===== src/hw/sequencer_defines.vh =====
// Shared constants for the regulator power sequencer: register indexes, reset values,
// field positions and timing counts.
// Assumes a 250 MHz system clock; register indexes double as I2C register pointers.
`ifndef SEQUENCER_DEFINES_VH
`define SEQUENCER_DEFINES_VH

// ----------------------------------------------------------------------------
// Timing
// ----------------------------------------------------------------------------
`define CLK_PERIOD_NS     4
`define TICK_TIME_US      500
`define DEGLITCH_TIME_US  1000
`define TICK_CYCLES       ((`TICK_TIME_US * 1000) / `CLK_PERIOD_NS)
`define DEGLITCH_CYCLES   ((`DEGLITCH_TIME_US * 1000) / `CLK_PERIOD_NS)

// Delays in half-millisecond ticks
`define DLY_0MS    5'h00
`define DLY_0P5MS  5'h01
`define DLY_1MS    5'h02
`define DLY_1P5MS  5'h03
`define DLY_2MS    5'h04
`define DLY_3MS    5'h06
`define DLY_5MS    5'h0A
`define DLY_6MS    5'h0C
`define DLY_10MS   5'h14
`define DLY_11MS   5'h16
`define TICK_SAT   5'h1F

// ----------------------------------------------------------------------------
// Register indexes (AXI byte address = index * 4)
// ----------------------------------------------------------------------------
`define IDX_SYS_CTRL    8'h07
`define IDX_OUT_ENABLE  8'h10
`define IDX_OUT_STATUS  8'h11
`define IDX_STEP_A_VOLT 8'h23
`define IDX_STEP_B_VOLT 8'h29

// System control fields
`define SC_DELAY_SET_HI 6
`define SC_DELAY_SET_LO 4
`define SC_FORCE_PWM_B  2
`define SC_FORCE_PWM_A  1
`define SC_EXT_CLK      0
`define SYS_CTRL_RST    8'h28
`define SYS_CTRL_MASK   8'h77
`define SYS_CTRL_FIXED  8'h08

`define OUT_ENABLE_RST   4'hF
`define STEP_A_VOLT_RST  8'h0A
`define STEP_B_VOLT_RST  8'h14

`define I2C_SLAVE_ADDR  7'h60
`define AXI_OKAY        2'b00
`define AXI_SLVERR      2'b10

`endif


===== src/hw/sync_two_flop.v =====
// Two flip-flop synchroniser for a group of independent level inputs.
// Assumes each bit is a slow level from another domain; no bus coherency is implied.
`default_nettype none

module sync_two_flop #(
  parameter WIDTH = 1
) (
  input  wire             ref_clk,
  input  wire             reset,
  input  wire [WIDTH-1:0] asyncIn,
  output reg  [WIDTH-1:0] syncOut
);

  reg [WIDTH-1:0] stage1_q;

  always @(posedge ref_clk)
  begin
    if (reset)
    begin
      stage1_q <= {WIDTH{1'b0}};
      syncOut  <= {WIDTH{1'b0}};
    end
    else
    begin
      stage1_q <= asyncIn;
      syncOut  <= stage1_q;
    end
  end

endmodule // sync_two_flop

`default_nettype wire


===== src/hw/delay_gate.v =====
// One regulator's sequenced enable: turns on or off once the shared tick count
// reaches the regulator's delay for the running sequence.
// Assumes tickCount restarts from zero in the same edge that the mode changes.
`default_nettype none

module delay_gate (
  input  wire       ref_clk,
  input  wire       reset,
  input  wire       runOn,
  input  wire       runOff,
  input  wire [4:0] tickCount,
  input  wire [4:0] onDelay,
  input  wire [4:0] offDelay,
  output reg        gateOn
);

  always @(posedge ref_clk)
  begin
    if (reset)
      gateOn <= 1'b0;
    else if (runOn && (tickCount >= onDelay))
      gateOn <= 1'b1;
    else if (runOff && (tickCount >= offDelay))
      gateOn <= 1'b0;
  end

endmodule // delay_gate

`default_nettype wire


===== src/hw/regulator_power_sequencer.v =====
// Power sequencer control for two step-down converters and two linear regulators,
// with an I2C slave on sampled pins and an AXI4-Lite register slave.
// Assumes reset is the power-on reset; pins and SCL/SDA are asynchronous levels.
//
// Summary of operation
// - Step-downs enabled by default after power-on
// - Step-down voltages reload defaults when on sequence turns all four rails on
// - Mode bit one forces PWM operation
// - Shutdown: high side off, low side discharges
// - Soft start only on enable rise, supply ok
// - Current limit steps through four levels
// - Each regulator has its own enable pin
// - Trigger rise powers on, fall powers off
// - Trigger deglitched for one millisecond
// - Pins ignored while trigger high
// - Default on delays 1.5, 2, 3, 6 ms
// - On delays selectable from six values
// - Off delays measured from trigger fall
// - Off delays selectable, default equal on delays
// - On equals host enable and (pin or trigger)
// - Power-on reset initialises all logic
// - I2C slave sampled from incoming SCL
// - SDA changes with SCL low; start, stop
// - Repeated start handled like first start
// - Three-bit delay set selects on delays
`include "sequencer_defines.vh"
`default_nettype none

module regulator_power_sequencer #(
  parameter [17:0] TICK_CYCLES     = `TICK_CYCLES,
  parameter [17:0] DEGLITCH_CYCLES = `DEGLITCH_CYCLES,
  parameter [4:0]  OFF_DLY_STEP_A  = `DLY_1P5MS,
  parameter [4:0]  OFF_DLY_STEP_B  = `DLY_2MS,
  parameter [4:0]  OFF_DLY_LIN_A   = `DLY_3MS,
  parameter [4:0]  OFF_DLY_LIN_B   = `DLY_6MS
) (
  input  wire        ref_clk,
  input  wire        reset,
  input  wire        step_down_a_enable_pin,
  input  wire        step_down_b_enable_pin,
  input  wire        linear_a_enable_pin,
  input  wire        linear_b_enable_pin,
  input  wire        sequenceTrigger,
  input  wire        supplyOk,
  input  wire        scl,
  input  wire        sdaIn,
  output reg         sdaOut,
  output reg         sdaOeN,
  output reg  [3:0]  regulatorOn,
  output reg  [1:0]  stepDownRun,
  output reg  [1:0]  stepDownDischarge,
  output reg  [3:0]  currentLimitStep,
  output reg  [1:0]  forcePwm,
  output reg  [7:0]  stepDownAVoltage,
  output reg  [7:0]  stepDownBVoltage,
  input  wire        awvalid,
  output reg         awready,
  input  wire [9:0]  awaddr,
  input  wire        wvalid,
  output reg         wready,
  input  wire [31:0] wdata,
  input  wire [3:0]  wstrb,
  output reg         bvalid,
  input  wire        bready,
  output reg  [1:0]  bresp,
  input  wire        arvalid,
  output reg         arready,
  input  wire [9:0]  araddr,
  output reg         rvalid,
  input  wire        rready,
  output reg  [31:0] rdata,
  output reg  [1:0]  rresp
);

  localparam [1:0] SEQ_IDLE = 2'd0;
  localparam [1:0] SEQ_ON   = 2'd1;
  localparam [1:0] SEQ_OFF  = 2'd2;

  localparam [2:0] I2C_IDLE = 3'd0;
  localparam [2:0] I2C_ADDR = 3'd1;
  localparam [2:0] I2C_REG  = 3'd2;
  localparam [2:0] I2C_DATA = 3'd3;
  localparam [2:0] I2C_READ = 3'd4;

  // ----------------------------------------------------------------------------
  // Input synchronisation
  // ----------------------------------------------------------------------------
  wire [7:0] syncIn;

  sync_two_flop #(.WIDTH(8)) inputSync (
    .ref_clk (ref_clk),
    .reset   (reset),
    .asyncIn ({supplyOk, sdaIn, scl, sequenceTrigger, linear_b_enable_pin,
               linear_a_enable_pin, step_down_b_enable_pin, step_down_a_enable_pin}),
    .syncOut (syncIn)
  );

  wire [3:0] pinEn    = syncIn[3:0];
  wire       trigSync = syncIn[4];
  wire       sclS     = syncIn[5];
  wire       sdaS     = syncIn[6];
  wire       supplyS  = syncIn[7];

  // ----------------------------------------------------------------------------
  // Registers and shared read path
  // ----------------------------------------------------------------------------
  reg  [7:0] sysCtrl_q;
  reg  [3:0] hostEn_q;
  reg  [1:0] seqMode_q;
  reg        i2cWe_q;
  reg  [7:0] i2cWrIdx_q;
  reg  [7:0] i2cWrData_q;
  reg        seqDone_q;

  function isMapped;
    input [7:0] idx;
    begin
      isMapped = (idx == `IDX_SYS_CTRL) || (idx == `IDX_OUT_ENABLE) ||
                 (idx == `IDX_OUT_STATUS) || (idx == `IDX_STEP_A_VOLT) ||
                 (idx == `IDX_STEP_B_VOLT);
    end
  endfunction

  function [7:0] readReg;
    input [7:0] idx;
    begin
      case (idx)
        `IDX_SYS_CTRL:    readReg = sysCtrl_q | `SYS_CTRL_FIXED;
        `IDX_OUT_ENABLE:  readReg = {4'h0, hostEn_q};
        `IDX_OUT_STATUS:  readReg = {2'b00, seqMode_q, regulatorOn};
        `IDX_STEP_A_VOLT: readReg = stepDownAVoltage;
        `IDX_STEP_B_VOLT: readReg = stepDownBVoltage;
        default:          readReg = 8'h00;
      endcase
    end
  endfunction

  // AXI writes wait while an I2C write is being applied, so neither is lost
  reg        awHeld_q;
  reg        wHeld_q;
  reg  [7:0] awIdx_q;
  reg  [7:0] wData_q;
  reg        wLane0_q;
  wire       axiDo  = awHeld_q && wHeld_q && !bvalid && !i2cWe_q;
  wire       axiWe  = axiDo && wLane0_q && isMapped(awIdx_q);
  wire       anyWe  = i2cWe_q || axiWe;
  wire [7:0] wrIdx  = i2cWe_q ? i2cWrIdx_q : awIdx_q;
  wire [7:0] wrData = i2cWe_q ? i2cWrData_q : wData_q;

  always @(posedge ref_clk)
  begin
    if (reset)
    begin
      sysCtrl_q        <= `SYS_CTRL_RST;
      hostEn_q         <= `OUT_ENABLE_RST;
      stepDownAVoltage <= `STEP_A_VOLT_RST;
      stepDownBVoltage <= `STEP_B_VOLT_RST;
      forcePwm         <= 2'b00;
    end
    else
    begin
      if (anyWe && (wrIdx == `IDX_SYS_CTRL))
        sysCtrl_q <= wrData & `SYS_CTRL_MASK;
      if (anyWe && (wrIdx == `IDX_OUT_ENABLE))
        hostEn_q <= wrData[3:0];
      // Reload takes precedence over a write in the same cycle
      if (seqDone_q)
      begin
        stepDownAVoltage <= `STEP_A_VOLT_RST;
        stepDownBVoltage <= `STEP_B_VOLT_RST;
      end
      else
      begin
        if (anyWe && (wrIdx == `IDX_STEP_A_VOLT))
          stepDownAVoltage <= wrData;
        if (anyWe && (wrIdx == `IDX_STEP_B_VOLT))
          stepDownBVoltage <= wrData;
      end
      forcePwm <= {sysCtrl_q[`SC_FORCE_PWM_B], sysCtrl_q[`SC_FORCE_PWM_A]};
    end
  end

  // ----------------------------------------------------------------------------
  // Trigger deglitch and sequence timing
  // ----------------------------------------------------------------------------
  reg  [17:0] glitchCnt_q;
  reg         trigFilt_q;
  reg  [17:0] tickDiv_q;
  reg  [4:0]  tickCount_q;
  wire        trigAccept = (trigSync != trigFilt_q) &&
                           (glitchCnt_q == DEGLITCH_CYCLES - 18'd1);
  wire        tickNow    = (tickDiv_q == TICK_CYCLES - 18'd1);

  always @(posedge ref_clk)
  begin
    if (reset)
    begin
      glitchCnt_q <= 18'h00000;
      trigFilt_q  <= 1'b0;
      seqMode_q   <= SEQ_IDLE;
      tickDiv_q   <= 18'h00000;
      tickCount_q <= 5'h00;
    end
    else
    begin
      if (trigSync == trigFilt_q)
        glitchCnt_q <= 18'h00000;
      else if (trigAccept)
        glitchCnt_q <= 18'h00000;
      else
        glitchCnt_q <= glitchCnt_q + 18'd1;
      if (trigAccept)
      begin
        // Either edge restarts timing from zero, aborting any running sequence
        trigFilt_q  <= trigSync;
        seqMode_q   <= trigSync ? SEQ_ON : SEQ_OFF;
        tickDiv_q   <= 18'h00000;
        tickCount_q <= 5'h00;
      end
      else
      begin
        tickDiv_q <= tickNow ? 18'h00000 : tickDiv_q + 18'd1;
        if (tickNow && (tickCount_q != `TICK_SAT))
          tickCount_q <= tickCount_q + 5'd1;
      end
    end
  end

  function [19:0] onDelays;
    input [2:0] sel;
    begin
      case (sel)
        3'b000:  onDelays = {`DLY_1MS, `DLY_1MS, `DLY_1MS, `DLY_1MS};
        3'b001:  onDelays = {`DLY_2MS, `DLY_2MS, `DLY_1P5MS, `DLY_1MS};
        3'b010:  onDelays = {`DLY_6MS, `DLY_3MS, `DLY_2MS, `DLY_1P5MS};
        3'b011:  onDelays = {`DLY_11MS, `DLY_6MS, `DLY_3MS, `DLY_2MS};
        3'b100:  onDelays = {`DLY_6MS, `DLY_3MS, `DLY_2MS, `DLY_1MS};
        3'b101:  onDelays = {`DLY_11MS, `DLY_11MS, `DLY_6MS, `DLY_3MS};
        3'b110:  onDelays = {`DLY_11MS, `DLY_11MS, `DLY_11MS, `DLY_6MS};
        default: onDelays = {`DLY_11MS, `DLY_11MS, `DLY_11MS, `DLY_11MS};
      endcase
    end
  endfunction

  wire [19:0] onSet  = onDelays(sysCtrl_q[`SC_DELAY_SET_HI:`SC_DELAY_SET_LO]);
  wire [19:0] offSet = {OFF_DLY_LIN_B, OFF_DLY_LIN_A, OFF_DLY_STEP_B, OFF_DLY_STEP_A};
  wire [3:0]  seqEn;

  genvar g;
  generate
    for (g = 0; g < 4; g = g + 1)
    begin : gates
      delay_gate seqGate (
        .ref_clk   (ref_clk),
        .reset     (reset),
        .runOn     (seqMode_q == SEQ_ON),
        .runOff    (seqMode_q == SEQ_OFF),
        .tickCount (tickCount_q),
        .onDelay   (onSet[g*5 +: 5]),
        .offDelay  (offSet[g*5 +: 5]),
        .gateOn    (seqEn[g])
      );
    end
  endgenerate

  // ----------------------------------------------------------------------------
  // Regulator enables, shutdown and soft start
  // ----------------------------------------------------------------------------
  // With the trigger high the pins are masked; the sequence gates turn the rails on
  wire [3:0] regOnD = hostEn_q & (trigFilt_q ? seqEn : (pinEn | seqEn));
  reg  [1:0] softActive_q;
  integer    i;

  always @(posedge ref_clk)
  begin
    if (reset)
    begin
      regulatorOn       <= 4'h0;
      stepDownRun       <= 2'b00;
      stepDownDischarge <= 2'b11;
      currentLimitStep  <= 4'h0;
      softActive_q      <= 2'b00;
      seqDone_q         <= 1'b0;
    end
    else
    begin
      regulatorOn       <= regOnD;
      stepDownRun       <= regOnD[1:0];
      stepDownDischarge <= ~regOnD[1:0];
      seqDone_q <= (seqMode_q == SEQ_ON) && (&seqEn) && !(&regulatorOn) && (&regOnD);
      for (i = 0; i < 2; i = i + 1)
      begin
        if (regOnD[i] && !regulatorOn[i])
        begin
          // Without a good supply at the enable edge the limit goes straight to full
          softActive_q[i]           <= supplyS;
          currentLimitStep[i*2 +: 2] <= supplyS ? 2'd0 : 2'd3;
        end
        else if (!regOnD[i])
        begin
          softActive_q[i]           <= 1'b0;
          currentLimitStep[i*2 +: 2] <= 2'd0;
        end
        else if (softActive_q[i] && tickNow)
        begin
          currentLimitStep[i*2 +: 2] <= currentLimitStep[i*2 +: 2] + 2'd1;
          if (currentLimitStep[i*2 +: 2] == 2'd2)
            softActive_q[i] <= 1'b0;
        end
      end
    end
  end

  // ----------------------------------------------------------------------------
  // I2C slave on sampled SCL and SDA
  // ----------------------------------------------------------------------------
  reg        sclP_q;
  reg        sdaP_q;
  reg  [2:0] i2cState_q;
  reg  [3:0] bitCnt_q;
  reg  [7:0] shiftIn_q;
  reg  [7:0] shiftOut_q;
  reg  [7:0] regPtr_q;
  reg        masterNack_q;
  wire       startCond = sclS && sclP_q && sdaP_q && !sdaS;
  wire       stopCond  = sclS && sclP_q && !sdaP_q && sdaS;
  wire       sclRise   = sclS && !sclP_q;
  wire       sclFall   = !sclS && sclP_q;

  always @(posedge ref_clk)
  begin
    if (reset)
    begin
      sclP_q       <= 1'b1;
      sdaP_q       <= 1'b1;
      i2cState_q   <= I2C_IDLE;
      bitCnt_q     <= 4'h0;
      shiftIn_q    <= 8'h00;
      shiftOut_q   <= 8'h00;
      regPtr_q     <= 8'h00;
      masterNack_q <= 1'b0;
      sdaOut       <= 1'b0;
      sdaOeN       <= 1'b1;
      i2cWe_q      <= 1'b0;
      i2cWrIdx_q   <= 8'h00;
      i2cWrData_q  <= 8'h00;
    end
    else
    begin
      sclP_q  <= sclS;
      sdaP_q  <= sdaS;
      i2cWe_q <= 1'b0;
      if (startCond)
      begin
        i2cState_q   <= I2C_ADDR;
        bitCnt_q     <= 4'h0;
        masterNack_q <= 1'b0;
        sdaOeN       <= 1'b1;
      end
      else if (stopCond)
      begin
        i2cState_q <= I2C_IDLE;
        sdaOeN     <= 1'b1;
      end
      else if (i2cState_q != I2C_IDLE)
      begin
        if (sclRise && (bitCnt_q < 4'd8))
        begin
          shiftIn_q <= {shiftIn_q[6:0], sdaS};
          bitCnt_q  <= bitCnt_q + 4'd1;
        end
        else if (sclRise && (bitCnt_q == 4'd9) && (i2cState_q == I2C_READ))
          masterNack_q <= sdaS;
        else if (sclFall && (bitCnt_q == 4'd8))
        begin
          bitCnt_q <= 4'd9;
          sdaOeN   <= 1'b0;
          case (i2cState_q)
            I2C_ADDR:
            begin
              if (shiftIn_q[7:1] == `I2C_SLAVE_ADDR)
                i2cState_q <= shiftIn_q[0] ? I2C_READ : I2C_REG;
              else
              begin
                i2cState_q <= I2C_IDLE;
                sdaOeN     <= 1'b1;
              end
            end
            I2C_REG:
            begin
              regPtr_q   <= shiftIn_q;
              i2cState_q <= I2C_DATA;
            end
            I2C_DATA:
            begin
              i2cWe_q     <= 1'b1;
              i2cWrIdx_q  <= regPtr_q;
              i2cWrData_q <= shiftIn_q;
              regPtr_q    <= regPtr_q + 8'd1;
            end
            default: sdaOeN <= 1'b1;
          endcase
        end
        else if (sclFall && (bitCnt_q == 4'd9))
        begin
          bitCnt_q <= 4'h0;
          sdaOeN   <= 1'b1;
          if ((i2cState_q == I2C_READ) && masterNack_q)
            i2cState_q <= I2C_IDLE;
          else if (i2cState_q == I2C_READ)
          begin
            {sdaOeN, shiftOut_q} <= {readReg(regPtr_q), 1'b0};
            regPtr_q   <= regPtr_q + 8'd1;
          end
        end
        else if (sclFall && (i2cState_q == I2C_READ))
        begin
          // SDA only moves while SCL is low
          shiftOut_q <= {shiftOut_q[6:0], 1'b0};
          sdaOeN     <= shiftOut_q[7];
        end
      end
    end
  end

  // ----------------------------------------------------------------------------
  // AXI4-Lite slave
  // ----------------------------------------------------------------------------
  always @(posedge ref_clk)
  begin
    if (reset)
    begin
      awHeld_q <= 1'b0;
      wHeld_q  <= 1'b0;
      awIdx_q  <= 8'h00;
      wData_q  <= 8'h00;
      wLane0_q <= 1'b0;
      awready  <= 1'b1;
      wready   <= 1'b1;
      bvalid   <= 1'b0;
      bresp    <= `AXI_OKAY;
      arready  <= 1'b1;
      rvalid   <= 1'b0;
      rdata    <= 32'h00000000;
      rresp    <= `AXI_OKAY;
    end
    else
    begin
      if (awvalid && awready)
      begin
        awHeld_q <= 1'b1;
        awIdx_q  <= awaddr[9:2];
        awready  <= 1'b0;
      end
      if (wvalid && wready)
      begin
        wHeld_q  <= 1'b1;
        wData_q  <= wdata[7:0];
        wLane0_q <= wstrb[0];
        wready   <= 1'b0;
      end
      if (axiDo)
      begin
        awHeld_q <= 1'b0;
        wHeld_q  <= 1'b0;
        bvalid   <= 1'b1;
        bresp    <= isMapped(awIdx_q) ? `AXI_OKAY : `AXI_SLVERR;
      end
      if (bvalid && bready)
      begin
        bvalid  <= 1'b0;
        awready <= 1'b1;
        wready  <= 1'b1;
      end
      if (arvalid && arready)
      begin
        arready <= 1'b0;
        rvalid  <= 1'b1;
        rdata   <= {24'h000000, readReg(araddr[9:2])};
        rresp   <= isMapped(araddr[9:2]) ? `AXI_OKAY : `AXI_SLVERR;
      end
      if (rvalid && rready)
      begin
        rvalid  <= 1'b0;
        arready <= 1'b1;
      end
    end
  end

endmodule // regulator_power_sequencer

`default_nettype wire


===== config.mk =====
export PLATFORM = sky130hd
export DESIGN_NAME = regulator_power_sequencer
export DESIGN_NICKNAME = d
export VERILOG_FILES = /design/src/hw/sync_two_flop.v /design/src/hw/delay_gate.v /design/src/hw/regulator_power_sequencer.v
export VERILOG_INCLUDE_DIRS = /design/src /design/src/hw
export SDC_FILE = /design/constraint.sdc
export NUM_CORES = 1
export LEC_CHECK = 0
export BUFFER_PORTS_ARGS = -buffer_cell sky130_fd_sc_hd__buf_2
export CAP_MARGIN = 20
export CELL_PAD_IN_SITES_DETAIL_PLACEMENT = 1
export CELL_PAD_IN_SITES_GLOBAL_PLACEMENT = 1
export CORE_MARGIN = 2
export CORE_UTILIZATION = 40
export CTS_BUF_LIST = sky130_fd_sc_hd__clkbuf_8
export CTS_CLUSTER_DIAMETER = 50
export DETAILED_ROUTE_END_ITERATION = 10
export GPL_TIMING_DRIVEN = 0
export PLACE_DENSITY = 0.9
export SLEW_MARGIN = 20
export SYNTH_ARGS = -nofsm -noshare
export SYNTH_HDL_FRONTEND = slang
export SYNTH_SLANG_ARGS = --single-unit
export TNS_END_PERCENT = 100

===== constraint.sdc =====
create_clock -name ref_clk -period 2.2 [get_ports ref_clk]
set_input_delay 0.33 -clock ref_clk [delete_from_list [all_inputs] [get_ports ref_clk]]
set_output_delay 0.33 -clock ref_clk [all_outputs]
set_load 0.02 [all_outputs]

==> flow_summary.json <==
{
  "std_cell_rows": 56,
  "maxCapViolations": 0,
  "violations": "negative setup slack",
  "layout-drive-gt1-share_pct": 17.6,
  "setup.worst_path.end_class": "flop",
  "fin_area_sq_mm": 0.0110,
  "yosysWarnings": 0,
  "clkTransAtPathRegs_ps": 100,
  "ys_seq_area_share_pct": 40.0,
  "wl_um": 30500,
  "detail-route-antenna-nets": 0,
  "dp_cells": 1568,
  "grt.overflow.total": 0,
  "dpl.hpwl_um": 22200,
  "leakage_nw": 4.29,
  "period_needed_ps": 2260,
  "arrival_ps": 2620,
  "hold_buffers": 0,
  "dieWidth_um": 158,
  "antenna_found_initial": 0,
  "worst_pin_slew_ps": 791,
  "worst_slack_ps": -62.6,
  "final_nets": 1375,
  "timing.final.hold_violations": 0,
  "synth-main-ff-cell": "dfxtp_1",
  "synth_area_sq_mm": 0.00945,
  "critPathKind": "reg -> reg",
  "clock_latency_ps": 480,
  "syn_to_final_growth_pct": 16.6,
  "vdd_drop_max_uv": 338,
  "start_util_pct": 40.5,
  "core_area_sq_mm": 0.0233,
  "worst_ep_required_time_ps": 2560,
  "synth_edf_count": 0,
  "path_max_fanout": 9,
  "first_pass_iters": 5,
  "top_regs": "glitchCnt_q x18, tickDiv_q x18",
  "wl_per_cell_um": 19.0,
  "cts_tree": "yes",
  "postPlaceCellArea_sq_mm": 0.0104,
  "fin_crit_sh_pct": 103,
  "vias_per_cell": 5.63,
  "grt_usage_pct": 24.2,
  "preCtsSetupSlack_ps": -402,
  "grt_pass1_wl_um": 47400,
  "hold_path_class": "in -> reg",
  "ioPinCount": 144,
  "die_h_um": 158,
  "synth_top_cell_area_share_pct": 40.0,
  "setup_violations": 1,
  "gp_congestion": 0.918,
  "syn_inst": 1138,
  "cts-root-buf": "clkbuf_8",
  "synthDistinctLibCells": 76,
  "cts_sinks": 189,
  "async_flop_share_pct": 0,
  "yosys.area.top_type": "dfxtp_1",
  "diodes": 0,
  "total_power_mw": 6.37,
  "cts.path.max_buffers": 2,
  "num_vias": 9036,
  "cts_buffers": 17,
  "htree_levels": 4,
  "timing.hold.ws_ps": 58.5,
  "netlist_top_cells_count": "189 x dfxtp_1, 127 x nand2_1, 104 x nor2_1",
  "drc": 0,
  "synth.most_common_cell": "dfxtp_1",
  "grt_max_degree": 17,
  "port_buffers": 85,
  "max_freq_mhz": 442,
  "drtIter0Drc": 504,
  "slew_viol_final": 0,
  "cellPowerDensity_mw_per_mm2": 578,
  "stdcell_count": 1605,
  "max_slew_margin_pct": 46.6,
  "yosys-top-cells-area": "dfxtp_1 40%, nand2_1 5.0%, a21oi_1 4.6%",
  "syn_area_per_cell_sq_um": 8.30,
  "dieArea_sq_mm": 0.0249,
  "setup-tns-final_ps": -62.6,
  "ys_seq_elements": 189,
  "rsz0062_at_grt": "true",
  "grt_pass1_vias": 9061,
  "skew_ps": 15.3,
  "start_kind": "flop",
  "status": "finished, violations left",
  "final_util_pct": 47.2
}
area by class of cell:
type	instances	area, sq um
repair buffers	96	508
multi-input cells	861	5360
clock buffers	18	248
clock inverters	11	135
plain buffers	85	484
inverters	26	101
fillers	2827	12300
well taps	319	399
flip-flops and latches	189	3790
cells in the final DEF, fill, tap and decap left out, drive strengths merged, types with 5 or more instances in the layout:
master and instances:
a211oi 9, a21o 11, a21oi 87, a22o 7
a22oi 9, a31oi 14, and2 6, and3 12
and3b 5, and4 6, buf 141, clkbuf 58
conb 27, dfxtp 189, ha 28, inv 30
mux2 11, mux2i 26, nand2 128, nand2b 21
nand3 67, nand3b 11, nand4 14, nor2 105
nor2b 30, nor3 25, nor4 6, nor4b 9
o211ai 10, o21ai 65, or2 8, or3 6
xnor2 18, xor2 21
per-layer routing:
layer,vias to the layer above,share of wire [%],GRT usage (%),wire length [um]
li1,4228,-,-,-
met1,4418,43,31.0,13200
met2,303,47,39.8,14200
met3,87,5.6,4.08,1700
met4,0,4.6,11.3,1400
met5,-,0,0,0
path summary, 6_finish.rpt:
| kind | from | end | slack, ps | cells past startpoint |
|---|---|---|---|---|
| worst max-delay path | sysCtrl_q[5] | gates[0].seqGate.gateOn | -60 | 9 |
| worst min-delay path | wvalid | wready | 60 | 2 |
| worst max register to register | sysCtrl_q[5] | gates[0].seqGate.gateOn | -60 | 9 |
| worst min register to register | inputSync.stage1_q[5] | inputSync.syncOut[5] | 450 | 1 |
critical path, cell delays in order, from the launching register on:
cell,delay [ps]
dfxtp_2,350
buf_8,130
clkinvlp_4,120
nor3_4,150
ha_1,250
nand2b_1,140
a21o_1,190
maj3_2,330
a2111oi_4,380
nor3_2,90
kinds of logic after synthesis:
family	share of synthesized area, %
simple gates	25.8
compound gates	16.7
flops	40.0
buf+inv	5.91
xor+xnor	3.62
mux	4.07
fa+ha+maj	3.81
other cells	0.0397
power by group:
| group | total [mW] | switching (mW) | internal (mW) |
|---|---|---|---|
| logic | 0.491 | 0.322 | 0.169 |
| clock network | 2.35 | 1.30 | 1.04 |
| registers | 3.53 | 0.0497 | 3.48 |
timing repair:
item | in CTS | in global routing
pin swaps | 2 | 6
buffers inserted | 6 | 5
endpoints found under the setup margin | 37 | 66
gates resized for setup | 12 | 44
Power figures use the tool's default switching activity.
